$ cat config.mk
export PLATFORM = sky130hd
export DESIGN_NAME = acfs_top
export DESIGN_NICKNAME = d
export VERILOG_FILES = /design/src/acfs_pkg.sv /design/src/acfs_cond_eval.sv /design/src/acfs_top.sv
export SDC_FILE = /design/constraint.sdc
export NUM_CORES = 1
export LEC_CHECK = 0
export BUFFER_PORTS_ARGS = -buffer_cell sky130_fd_sc_hd__buf_2
export CAP_MARGIN = 20
export CELL_PAD_IN_SITES_DETAIL_PLACEMENT = 1
export CELL_PAD_IN_SITES_GLOBAL_PLACEMENT = 1
export CORE_UTILIZATION = 40
export DETAILED_ROUTE_END_ITERATION = 6
export PLACE_DENSITY = 0.75
export SYNTH_ARGS = -nofsm -noshare
export SYNTH_HDL_FRONTEND = slang
export SYNTH_SLANG_ARGS = --single-unit
export TNS_END_PERCENT = 20
$ cat constraint.sdc
create_clock -name clk_sys -period 5.1 [get_ports clk_sys]
set_clock_uncertainty 0.1 [all_clocks]
set_input_delay 0.51 -clock clk_sys [delete_from_list [all_inputs] [get_ports clk_sys]]
set_output_delay 0.51 -clock clk_sys [all_outputs]
set_load 0.005 [all_outputs]
$ cat src/acfs_pkg.sv
// Purpose: Shared constants and carriers for the converter result monitor.
// Assumes: One 32-bit word per register on a plain strobe port.
// Notes: Threshold, mode, data and channel 0 offsets are local choices.
package acfs_pkg;
  // Register offsets.
  localparam logic [7:0] OFF_CMP0_CTRL = 8'h00;
  localparam logic [7:0] OFF_CMP1_CTRL = 8'h04;
  localparam logic [7:0] OFF_FIFO_STAT = 8'h08;
  localparam logic [7:0] OFF_CMP0_THR = 8'h0c;
  localparam logic [7:0] OFF_CMP1_THR = 8'h10;
  localparam logic [7:0] OFF_FIFO_DATA = 8'h14;
  localparam logic [7:0] OFF_MODE = 8'h18;
  localparam logic [7:0] OFF_CH0_DATA = 8'h1c;
  // Comparator control fields.
  localparam int CMP_EN_BIT = 7;
  localparam int CMP_IE_BIT = 6;
  localparam int CMP_FLAG_BIT = 5;
  localparam int COND_MSB = 4;
  localparam int COND_LSB = 0;
  localparam int COND_W = 5;
  localparam int CMP_ID_LSB = 8;
  localparam int CVD_LSB = 16;
  localparam logic [4:0] COND_BTWN = 5'h10;
  localparam logic [4:0] COND_LOLO = 5'h01;
  localparam int CMP0_ID_W = 6;
  localparam int CMP1_ID_W = 5;
  localparam logic [5:0] CMP0_ID_MAX = 6'h2c;
  localparam logic [5:0] NORMAL_ID_MAX = 6'h1f;
  // Threshold word fields.
  localparam int THR_HI_LSB = 16;
  localparam int THR_LO_LSB = 0;
  // Result FIFO status fields.
  localparam int FEN_BIT = 31;
  localparam int CH0EN_BIT = 24;
  localparam int FIE_BIT = 23;
  localparam int FIFO_READY_FLAG_BIT = 22;
  localparam int FOVF_BIT = 21;
  localparam int FIFO_ENTRY_COUNT_LSB = 8;
  localparam int FIFO_SIGN_BIT_BIT = 7;
  localparam int FCH_LSB = 0;
  localparam logic [2:0] FIFO_CH_ID = 3'h0;
  localparam logic [5:0] CH0_INPUT = 6'h00;
  // Mode register fields.
  localparam int MODE_CVD_BIT = 0;
  localparam int MODE_FRACTIONAL_FORMAT_SELECT_BIT = 1;
  // Reset values.
  localparam logic [15:0] THR_RST = 16'h0000;
  localparam logic [7:0] CTRL_RST = 8'h00;
  localparam logic [31:0] RDATA_RST = 32'h0000_0000;

  typedef struct packed {
    logic wr;
    logic rd;
    logic [7:0] addr;
    logic [31:0] wdata;
  } acfs_bus_s;

  typedef struct packed {
    logic valid;
    logic [5:0] id;
    logic [15:0] pos;
    logic [15:0] neg;
  } acfs_sample_s;
endpackage : acfs_pkg

$ cat src/acfs_cond_eval.sv
// Purpose: Evaluates the five threshold conditions of one comparator.
// Assumes: Value and thresholds arrive already extended to 17 signed bits.
// Notes: HI_INCL picks whether the between window includes the high limit.
module acfs_cond_eval
  import acfs_pkg::*;
#(
  parameter bit HI_INCL = 1'b1
) (
  // Operands.
  input wire logic signed [16:0] value,
  input wire logic signed [16:0] low,
  input wire logic signed [16:0] high,
  // Enabled conditions.
  input wire logic [COND_W-1:0] cond,
  // Result.
  output logic hit
);
  logic btwn;

  always_comb begin
    btwn = (low <= value) && (HI_INCL ? (value <= high) : (value < high));
    // Any enabled condition that holds makes the output true.
    hit = (cond[4] && btwn)
      || (cond[3] && (high <= value))
      || (cond[2] && (value < high))
      || (cond[1] && (low <= value))
      || (cond[0] && (value < low));
  end
endmodule : acfs_cond_eval

$ cat src/acfs_top.sv
// Purpose: Digital comparators and channel 0 result FIFO of a converter.
// Assumes: Results arrive on clk_sys as one-cycle valid samples.
// Notes: Reads return data one cycle after the read strobe.
//
// The strobed register port and the register addresses were decided locally.
module acfs_top
  import acfs_pkg::*;
#(
  parameter int FIFO_DEPTH = 16
) (
  // Clock and reset.
  input wire logic clk_sys,
  input wire logic srst,
  // Register port.
  input wire acfs_bus_s bus,
  output logic [31:0] rdata,
  // Converter core results.
  input wire acfs_sample_s sample,
  // Status outputs.
  output logic cmp0_irq,
  output logic cmp1_irq,
  output logic fifo_irq,
  output logic [15:0] ch0_out
);
  localparam int PW = $clog2(FIFO_DEPTH);
  localparam logic [7:0] CNT_FULL = 8'(FIFO_DEPTH);

  if (FIFO_DEPTH < 2 || FIFO_DEPTH > 255 ||
      (FIFO_DEPTH & (FIFO_DEPTH - 1)) != 0) begin : g_bad_depth
    $error("FIFO_DEPTH must be a power of two from 2 to 128");
  end

  function automatic logic [15:0] cmp_word(
    input logic en,
    input logic ie,
    input logic flag,
    input logic [COND_W-1:0] cond,
    input logic [5:0] id
  );
    logic [15:0] w;
    w = 16'h0000;
    w[CMP_EN_BIT] = en;
    w[CMP_IE_BIT] = ie;
    w[CMP_FLAG_BIT] = flag;
    w[COND_MSB:COND_LSB] = cond;
    w[CMP_ID_LSB +: CMP0_ID_W] = id;
    return w;
  endfunction : cmp_word

  // Software state.
  logic cmp0_en, cmp0_ie, cmp1_en, cmp1_ie;
  logic [COND_W-1:0] cmp0_cond, cmp1_cond;
  logic [15:0] hi0, lo0, hi1, lo1;
  logic cvd_mode, fractional_format_select_sel, fifo_enable, ch0en, fie;
  // Hardware state.
  logic cmp0_flag, cmp1_flag, fovf;
  logic [CMP0_ID_W-1:0] cmp0_id;
  logic [CMP1_ID_W-1:0] cmp1_id;
  logic [15:0] cvd_cap;
  logic [15:0] mem [FIFO_DEPTH];
  logic [PW-1:0] wptr, rptr;
  logic [7:0] fifo_entry_count;

  // Decoded strobes and sample paths.
  logic wr_cmp0, wr_cmp1, rd_cmp0, rd_stat, pop, push, full, ready;
  logic [15:0] diff;
  logic signed [16:0] val0, lo0_x, hi0_x, val1;
  logic acc0, acc1, hit0, hit1, ev0, ev1;
  logic [31:0] next_rdata;

  assign wr_cmp0 = bus.wr && bus.addr == OFF_CMP0_CTRL;
  assign wr_cmp1 = bus.wr && bus.addr == OFF_CMP1_CTRL;
  assign rd_cmp0 = bus.rd && bus.addr == OFF_CMP0_CTRL;
  assign rd_stat = bus.rd && bus.addr == OFF_FIFO_STAT;

  // In divider mode comparator 0 compares the signed difference against signed limits.
  assign diff = sample.pos - sample.neg;
  assign val0 = cvd_mode ? {diff[15], diff} : {1'b0, sample.pos};
  assign lo0_x = cvd_mode ? {lo0[15], lo0} : {1'b0, lo0};
  assign hi0_x = cvd_mode ? {hi0[15], hi0} : {1'b0, hi0};
  assign val1 = {1'b0, sample.pos};
  assign acc0 = sample.valid &&
    (sample.id <= (cvd_mode ? CMP0_ID_MAX : NORMAL_ID_MAX));
  assign acc1 = sample.valid && sample.id <= NORMAL_ID_MAX;
  assign ev0 = cmp0_en && acc0 && hit0;
  assign ev1 = cmp1_en && acc1 && hit1;

  acfs_cond_eval #(.HI_INCL(1'b1)) u_cmp0 (
    .value(val0),
    .low(lo0_x),
    .high(hi0_x),
    .cond(cmp0_cond),
    .hit(hit0)
  );

  acfs_cond_eval #(.HI_INCL(1'b0)) u_cmp1 (
    .value(val1),
    .low({1'b0, lo1}),
    .high({1'b0, hi1}),
    .cond(cmp1_cond),
    .hit(hit1)
  );

  // Control registers written by software.
  always_ff @(posedge clk_sys) begin
    if (srst) begin
      {cmp0_en, cmp0_ie, cmp0_cond} <= CTRL_RST[6:0];
      {cmp1_en, cmp1_ie, cmp1_cond} <= CTRL_RST[6:0];
    end else begin
      if (wr_cmp0) begin
        cmp0_en <= bus.wdata[CMP_EN_BIT];
        cmp0_ie <= bus.wdata[CMP_IE_BIT];
        cmp0_cond <= bus.wdata[COND_MSB:COND_LSB];
      end
      if (wr_cmp1) begin
        cmp1_en <= bus.wdata[CMP_EN_BIT];
        cmp1_ie <= bus.wdata[CMP_IE_BIT];
        cmp1_cond <= bus.wdata[COND_MSB:COND_LSB];
      end
    end
  end

  always_ff @(posedge clk_sys) begin
    if (srst) begin
      {hi0, lo0, hi1, lo1} <= {THR_RST, THR_RST, THR_RST, THR_RST};
      {cvd_mode, fractional_format_select_sel} <= 2'b00;
      {fifo_enable, ch0en, fie} <= 3'b000;
    end else if (bus.wr) begin
      case (bus.addr)
        OFF_CMP0_THR: begin
          hi0 <= bus.wdata[THR_HI_LSB +: 16];
          lo0 <= bus.wdata[THR_LO_LSB +: 16];
        end
        OFF_CMP1_THR: begin
          hi1 <= bus.wdata[THR_HI_LSB +: 16];
          lo1 <= bus.wdata[THR_LO_LSB +: 16];
        end
        OFF_MODE: begin
          cvd_mode <= bus.wdata[MODE_CVD_BIT];
          fractional_format_select_sel <= bus.wdata[MODE_FRACTIONAL_FORMAT_SELECT_BIT];
        end
        OFF_FIFO_STAT: begin
          fifo_enable <= bus.wdata[FEN_BIT];
          ch0en <= bus.wdata[CH0EN_BIT];
          fie <= bus.wdata[FIE_BIT];
        end
        default: ;
      endcase
    end
  end

  // Event flags: an event wins over a same-cycle read clear.
  always_ff @(posedge clk_sys) begin
    if (srst) begin
      cmp0_flag <= 1'b0;
      cmp1_flag <= 1'b0;
    end else begin
      if (!cmp0_en) begin
        cmp0_flag <= 1'b0;
      end else if (ev0) begin
        cmp0_flag <= 1'b1;
      end else if (rd_cmp0) begin
        cmp0_flag <= 1'b0;
      end
      if (!cmp1_en) begin
        cmp1_flag <= 1'b0;
      end else if (ev1) begin
        cmp1_flag <= 1'b1;
      end else if (rd_cmp0) begin
        cmp1_flag <= 1'b0;
      end
    end
  end

  // Input ids follow each event; the divider capture follows comparator 0 events with cmp0_ie set in divider mode.
  always_ff @(posedge clk_sys) begin
    if (srst) begin
      cmp0_id <= '0;
      cmp1_id <= '0;
      cvd_cap <= 16'h0000;
    end else begin
      if (ev0) begin
        cmp0_id <= sample.id;
      end
      if (ev1) begin
        cmp1_id <= sample.id[CMP1_ID_W-1:0];
      end
      if (ev0 && cmp0_ie && cvd_mode) begin
        cvd_cap <= diff;
      end
    end
  end

  assign cmp0_irq = cmp0_flag && cmp0_ie;
  assign cmp1_irq = cmp1_flag && cmp1_ie;

  // Channel 0 output register keeps every channel 0 result.
  always_ff @(posedge clk_sys) begin
    if (srst) begin
      ch0_out <= 16'h0000;
    end else if (sample.valid && sample.id == CH0_INPUT) begin
      ch0_out <= sample.pos;
    end
  end

  // Result FIFO; a full write drops the oldest entry.
  assign full = fifo_entry_count == CNT_FULL;
  assign push = sample.valid && sample.id == CH0_INPUT
    && fifo_enable && ch0en;
  assign pop = bus.rd && bus.addr == OFF_FIFO_DATA && fifo_entry_count != 8'h00;
  assign ready = fifo_entry_count != 8'h00;
  assign fifo_irq = fie && ready;

  always_ff @(posedge clk_sys) begin
    if (push) begin
      mem[wptr] <= sample.pos;
    end
  end

  always_ff @(posedge clk_sys) begin
    if (srst) begin
      wptr <= '0;
      rptr <= '0;
      fifo_entry_count <= 8'h00;
    end else begin
      if (push) begin
        wptr <= wptr + 1'b1;
      end
      if (pop || (push && full)) begin
        rptr <= rptr + 1'b1;
      end
      if (push && !full && !pop) begin
        fifo_entry_count <= fifo_entry_count + 8'h01;
      end else if (pop && !push) begin
        fifo_entry_count <= fifo_entry_count - 8'h01;
      end
    end
  end

  always_ff @(posedge clk_sys) begin
    if (srst) begin
      fovf <= 1'b0;
    end else if (push && full) begin
      fovf <= 1'b1;
    end else if (rd_stat) begin
      fovf <= 1'b0;
    end
  end

  // Read data, registered one cycle after the strobe.
  always_comb begin
    next_rdata = 32'h0000_0000;
    case (bus.addr)
      OFF_CMP0_CTRL: begin
        next_rdata[15:0] = cmp_word(cmp0_en, cmp0_ie, cmp0_flag,
          cmp0_cond, cmp0_id);
        next_rdata[CVD_LSB +: 16] = cvd_cap;
      end
      OFF_CMP1_CTRL: begin
        next_rdata[15:0] = cmp_word(cmp1_en, cmp1_ie, cmp1_flag,
          cmp1_cond, {1'b0, cmp1_id});
      end
      OFF_FIFO_STAT: begin
        next_rdata[FEN_BIT] = fifo_enable;
        next_rdata[CH0EN_BIT] = ch0en;
        next_rdata[FIE_BIT] = fie;
        next_rdata[FIFO_READY_FLAG_BIT] = ready;
        next_rdata[FOVF_BIT] = fovf;
        next_rdata[FIFO_ENTRY_COUNT_LSB +: 8] = fifo_entry_count;
        next_rdata[FIFO_SIGN_BIT_BIT] = ready && mem[rptr][15];
        next_rdata[FCH_LSB +: 3] = FIFO_CH_ID;
      end
      OFF_CMP0_THR: begin
        next_rdata = {hi0, lo0};
      end
      OFF_CMP1_THR: begin
        next_rdata = {hi1, lo1};
      end
      OFF_FIFO_DATA: begin
        if (ready) begin
          next_rdata[15:0] = mem[rptr];
        end
      end
      OFF_MODE: begin
        next_rdata[MODE_CVD_BIT] = cvd_mode;
        next_rdata[MODE_FRACTIONAL_FORMAT_SELECT_BIT] = fractional_format_select_sel;
      end
      OFF_CH0_DATA: begin
        next_rdata[15:0] = ch0_out;
      end
      default: begin
        next_rdata = 32'h0000_0000;
      end
    endcase
  end

  always_ff @(posedge clk_sys) begin
    if (srst) begin
      rdata <= RDATA_RST;
    end else if (bus.rd) begin
      rdata <= next_rdata;
    end else begin
      rdata <= RDATA_RST;
    end
  end
endmodule : acfs_top

# Word level (Yosys, flattened, before mapping)
# Memory sizes are Yosys's and may differ from the RTL's. A register that Yosys moved wholly into a read port is not among the register bits.
# Index checks and enable logic that the tools add are counted.
totals:
  regBits: 177
  mem_bits_rw: 256
  input_bits: 83
  out_inout_bits: 51
  n_memories: 1
classes:
  n_addsub: 5
  n_lt_le_gt_ge: 11
  n_eq_ne: 8
  muxes: 24
  bitwise_logic: 3
  n_reduce_logical: 63
memory_table:
  columns: ["name", "depth", "width", "rd", "rd_ports_with_merged_regs", "wr", "line_no", "source"]
  rows:
  - ["mem", 16, 16, 1, 1, 1, "acfs_top.sv:60", "logic [15:0] mem [FIFO_DEPTH];"]
ops:
  columns: ["cell", "n"]
  rows:
  - ["case mux 9 bit (7 select lines)", 1]
  - ["less-or-equal comparator 17 bit", 3]
  - ["two-way mux 17 bit", 3]
  - ["== test 8 x 5 -> 1 bit (second input constant)", 5]
  - ["logical AND 1 bit", 37]
  - ["< comparator 17 bit", 2]
  - ["less-or-equal comparator 16 bit", 2]
  - ["< comparator 16 bit", 2]
  - ["case mux 4 bit (6 select lines)", 1]
  - ["case mux 6 bit (3 select lines)", 1]
  - ["== test 8 x 4 -> 1 bit (second input constant)", 2]
  - ["two-way mux 16 bit", 1]
  - ["two-way mux 8 bit", 2]
  - ["case mux 4 bit (4 select lines)", 1]
  - ["subtractor 16 bit", 1]
  - ["case mux 5 bit (3 select lines)", 1]
  - ["case mux 2 bit (7 select lines)", 1]
  - ["logical OR 1 bit", 9]
  - ["adder 4 x 1 -> 4 bit (second input constant)", 2]
  - ["adder 8 x 1 -> 8 bit (second input constant)", 1]
  - ["== test 8 x 3 -> 1 bit (second input constant)", 1]
  - ["logical NOT 8 bit", 1]
  - ["two-way mux 4 bit", 2]
  - ["AND reduction 2 bit", 4]
  - ["other kinds (13)", 28]

# Logic depth before layout (Yosys ltp)
depth:
  word_depth: 12
  ltp_mapped: 25
  ltp_nobuf: 23

# Modules after synthesis
# A second synthesis with hierarchy kept.
hier_totals:
  cells_unflattened: 1717
  hier_area_um2: 20173.1
by_module_without_submodules:
  columns: ["mod", "instances", "cells_each", "area_per_inst_um2", "seq_area_each_um2"]
  rows:
  - ["acfs_top", 1, 1456, 18306.3, 11310.8]
  - ["acfs_cond_eval (u_cmp0)", 1, 132, 947.2, 0.0]
  - ["acfs_cond_eval (u_cmp1)", 1, 129, 919.6, 0.0]

# Least setup slack after synthesis
# OpenSTA, ideal clock, no wires.
synth_timing:
  path_type: "input to register"
  startpoint: "input port sample[6] (netlist name)"
  endpoint: "register cvd_cap[13]"
  setup_ns: 0.128
  t_arrival_ns: 4.853
  t_required_ns: 4.872
  path_slack_ns: 0.019
  cell_stages: 22
  path_buffers: 2
  cell_sequence: "inv_1 ha_1 a21o_1 o41ai_1 o311ai_0 o31ai_1 xnor2_1 nand2_1 inv_1 a21oi_1 ha_1 and3_1 a311oi_1 o21ai_0 a2111o_1 a211o_1 o22a_1 o21a_1 buf_4 buf_6 mux2i_1 nor2_1"
synth_via:
  elab_chain_len: 12
  elab_cells_between_ends: 20
  classes_between: "add/sub: 1; order compare: 5; mux: 1; reduce/logical: 13"
synth_rtl:
  columns: ["element", "line_no", "source"]
  rows:
  - ["start, declared", "acfs_top.sv:18", "input wire acfs_sample_s sample,"]
  - ["subtractor 16 bit (*)", "acfs_top.sv:77", "assign diff = sample.pos - sample.neg;"]
  - ["two-way mux 17 bit", "acfs_top.sv:78", "assign val0 = cvd_mode ? {diff[15], diff} : {1'b0, sample.pos};"]
  - ["less-or-equal comparator 17 bit (on tied branches)", "acfs_cond_eval.sv:21, acfs_cond_eval.sv:26", null]
  - ["logical AND 1 bit", "acfs_cond_eval.sv:21", "btwn = (low <= value) && (HI_INCL ? (value <= high) : (value < high));"]
  - ["logical AND 1 bit", "acfs_cond_eval.sv:23", "hit = (cond[4] && btwn)"]
  - ["logical OR 1 bit", "acfs_cond_eval.sv:24", "|| (cond[3] && (high <= value))"]
  - ["logical OR 1 bit", "acfs_cond_eval.sv:25", "|| (cond[2] && (value < high))"]
  - ["logical OR 1 bit", "acfs_cond_eval.sv:26", "|| (cond[1] && (low <= value))"]
  - ["logical OR 1 bit", "acfs_cond_eval.sv:27", "|| (cond[0] && (value < low));"]
  - ["logical AND 1 bit", "acfs_top.sv:85", "assign ev0 = cmp0_en && acc0 && hit0;"]
  - ["logical AND 1 bit (2 in series)", "acfs_top.sv:188", "if (ev0 && cmp0_ie && cvd_mode) begin"]
  - ["end signal, assigned", "acfs_top.sv:189", "cvd_cap <= diff;"]
  - ["end, declared", "acfs_top.sv:59", "logic [15:0] cvd_cap;"]
# Mark *: on every way between the ends. The rest lies on a longest branch, timed or not.
# A chain may end at the register's enable or synchronous reset.

# Worst setup path in the final report
layout_timing:
  startpoint: "input port sample[16] (netlist name)"
  endpoint: "register cvd_cap[6]"
layout_via:
  elab_chain_len: 12
  elab_cells_between_ends: 20
  classes_between: "add/sub: 1; order compare: 5; mux: 1; reduce/logical: 13"
layout_rtl:
  columns: ["element", "line_no"]
  rows:
  - ["subtractor 16 bit", "acfs_top.sv:77"]
  - ["two-way mux 17 bit", "acfs_top.sv:78"]
  - ["less-or-equal comparator 17 bit (on tied branches)", "acfs_cond_eval.sv:21, acfs_cond_eval.sv:26"]
  - ["logical AND 1 bit", "acfs_cond_eval.sv:21"]
  - ["logical AND 1 bit", "acfs_cond_eval.sv:23"]
  - ["logical OR 1 bit", "acfs_cond_eval.sv:24"]
  - ["logical OR 1 bit", "acfs_cond_eval.sv:25"]
  - ["logical OR 1 bit", "acfs_cond_eval.sv:26"]
  - ["logical OR 1 bit", "acfs_cond_eval.sv:27"]
  - ["logical AND 1 bit", "acfs_top.sv:85"]
  - ["logical AND 1 bit (2 in series)", "acfs_top.sv:188"]
# Parallel ways exist; a longest one is shown, timed or not.

==> flow_summary.yaml <==
clock_tree:
  clk_latency_ps: 600
  cts_buffer_depth: 3
  cts_max_level: 2
  holdBufCountCts: 0
  clkSinkCount: 437
  cts_tree: "built"
  clk_pin_slew_worst_paths_ps: 60
  cts_buffers: 46
  cts_root_buffer: "clkbuf_16"
placement:
  dpl_cell_area_sq_mm: 0.0216
  place_hpwl_microns: 47100
  io_buffers: 133
  gp_congestion: 0.932
  dp.cells: 2434
worst_hold_path:
  hp-class: "in -> reg"
route:
  drt_iter0_drc: 1448
  drc_errors: 2
  via_per_inst: 5.81
  dr.pass1.iters: 7
  num_vias: 14600
  wl_per_cell_microns: 26.6
  routed_wirelength_microns: 66900
  antenna_left: 0
critical_path:
  timing.rr.start: "fifo_entry_count[3]"
  critPathLaunchType: "primary input"
  worst_ep_required_time_ps: 5430
  r2r_cells: 16
  crit_arrival_ps: 5210
  crit_fanout: 18
  ff2ff_setup_slack_ps: 850
  worst_setup_path_end_kind: "flop"
  critical_path_class: "in -> reg"
  crit_path_end: "cvd_cap[6]"
  crit_start: "sample[16]"
  regToRegEndpoint: "fifo_entry_count[7]"
synthesis:
  async_reset_ff_frac: 0
  synth.distinct_cells: 65
  synth_flop_cell: "edfxtp_1"
  syn_area_sq_mm: 0.0197
  synth_xor_area_frac: 0.0120
  ys_warn_count: 0
  synth_fp_nets: 1816
  synthAdderAreaFrac: 0.0631
  synth_compound_area_frac: 0.0983
  synth_top_family_by_area: "multiplexers"
  yosysSeqAreaShare: 0.575
  synth_cells: 1635
  synth_seq_cells: 437
  yosys.area_share.simple: 0.107
  avgSynthCellArea_sq_um: 12.0
  synth-edff-count: 256
  synth_mux_area_frac: 0.108
timing:
  hold_viol_final: 0
  worst_slew_margin_rel: 0.266
  min_period_over_period: 0.957
  tightest_slew_ps: 1090
  setup_viol: 0
  max_freq_mhz: 205
  finalCriticalPeriod_ps: 4880
  drv_slew: 0
global_routing:
  overflow: 0
  grt_pass1_vias: 15100
  antenna_found_initial: 0
  grt_max_degree: 92
  grt_pass1_wl_microns: 98400
  track_usage: 0.270
layout:
  area_delta_synth_final_pct: 17.4
  fin_area_sq_mm: 0.0231
  diodes: 0
  drive_gt1_frac: 0.220
  nNetsFinal: 2010
  multi_input_area_sq_mm: 0.00771
  fillers: 5120
  seq_area_sq_mm: 0.0113
  fin_cells: 2518
pwr:
  p_leak_nw: 8.22
  power.density_mw_per_mm2: 322
  peakVddDrop_uv: 234
  finalPower_w: 0.00744
floorplan:
  io_pins: 134
  row_count: 80
  dieHeight_microns: 224
  fp.dieW_microns: 224
  coreArea_sq_mm: 0.0481
  floorplan.initialDensity: 0.408
  die_area_sq_mm: 0.0500
run_status:
  status: "finished, violations left"
  violations: "design-rule violations"
flow_run:
  cap_violations: 0
[critical path: stages]
cell	delay [ps]
buf_2	130
inv_1	90
ha_2	230
inv_1	90
fa_1	420
a211oi_2	200
o21bai_1	120
a31o_2	280
nand3_1	80
nand3_1	80
a21oi_1	200
xnor2_1	190
mux2i_1	170
ha_1	320
and3_1	180
a311oi_2	290
o21ai_1	130
a2111o_1	380
a211o_1	270
o22a_1	220
o21a_1	220
buf_12	170
mux2i_1	150
nor2_1	60
[power breakdown]
part / internal, W / switching (W) / total (W)
Clock: 0.00189 / 0.00141 / 0.00330
Sequential: 0.00373 / 0.00000177 / 0.00373
Combinational: 0.000150 / 0.000257 / 0.000407
Total: 0.00577 / 0.00167 / 0.00744
[cell type report]
cell class,count,area share
flip-flops and latches,437,0.490
multi-input cells,1021,0.334
repair buffers,232,0.0620
clock buffers,64,0.0567
well taps,656,0.0356
inverters,91,0.0148
clock inverters,17,0.00688
[registers in the layout (all words and copies together) (netlist names), 6 cells and up, named ones only]
name / flops
ch0_out: 16
cmp0_id: 6
mem: 256
lo1: 16
hi0: 16
rdata: 32
fifo_entry_count: 8
lo0: 16
hi1: 16
cvd_cap: 16
[kinds of logic (layout without fill, tap and decap cells)]
kind of cell / after synthesis / count (layout)
adder cells (fa/ha/maj): 98 / 98
buffers and inverters: 177 / 404
AND/OR/NAND/NOR: 483 / 483
AO/OA/AOI/OAI: 301 / 301
flip-flops: 437 / 437
XOR/XNOR: 27 / 27
multiplexers: 112 / 112
[routing by layer]
layer / track usage / wire length (microns)
met4: 0.110 / 2640
met5: 0 / 0
met2: 0.437 / 31400
met1: 0.368 / 28400
met3: 0.0355 / 4500
[worst min-delay path by stage]
| stage | from | to | slack (ps) | cells after the start |
|---|---|---|---|---|
| 2_1_floorplan | fractional_format_select_sel | fractional_format_select_sel | 340 | 2 |
| 3_3_place_gp | fractional_format_select_sel | fractional_format_select_sel | 350 | 2 |
| 3_5_place_dp | fractional_format_select_sel | fractional_format_select_sel | 360 | 2 |
| 4_1_cts | bus[21] | hi0[5] | 60 | 3 |
| 5_1_grt | bus[29] | hi1[13] | 80 | 3 |
| 6_report | bus[22] | hi1[6] | 80 | 3 |
[through the flow]
step                TNS, ps  hold WS, ps  utilization  setup WS [ps]
floorplan                 0          336            -           19.4
global placement      -4260          345        0.448           -229
detailed placement   -10200          357        0.448           -495
CTS                       0         55.8        0.478           98.1
global route           -403         81.3        0.480          -47.2
finish                    0         76.6        0.480            221
[placed cells by master, fill, tap and decap left out, types with 6 or more instances in the layout]
cell type	Yosys	final
clkbuf_8	0	7
nor2_1	83	83
mux4_2	80	80
dfxtp_1	181	179
buf_4	3	97
ha_1	96	95
a222oi_1	31	31
clkbuf_16	0	47
a22o_1	9	9
nor2b_1	10	10
buf_2	6	132
nand2_1	275	275
mux2_2	6	6
clkinv_2	0	7
edfxtp_1	256	256
xnor2_1	20	20
o21ai_0	30	29
clkbuf_1	66	10
nor3_1	17	11
xor2_1	7	7
o21ai_1	6	7
a31oi_1	11	11
nand3_1	31	31
and2_1	8	8
inv_1	91	91
a21o_1	15	15
nor3_2	1	7
mux2i_1	26	26
nand2b_1	19	19
nand4_1	12	12
a21oi_1	147	147
[what timing repair did]
action,CTS,global route
gates resized for setup,0,6
setup buffers,0,1
endpoints found under the setup margin,0,23
[cells in the mapped netlist, types with 26 or more instances]
master | number | share of area
o21ai_0 | 30 | 0.0076
clkbuf_1 | 66 | 0.013
a21oi_1 | 147 | 0.037
nor2_1 | 83 | 0.016
mux4_2 | 80 | 0.092
inv_1 | 91 | 0.017
dfxtp_1 | 181 | 0.18
a222oi_1 | 31 | 0.016
ha_1 | 96 | 0.061
edfxtp_1 | 256 | 0.39
nand3_1 | 31 | 0.0079
mux2i_1 | 26 | 0.013
nand2_1 | 275 | 0.053
No activity file was read; power rests on OpenSTA's default activity.
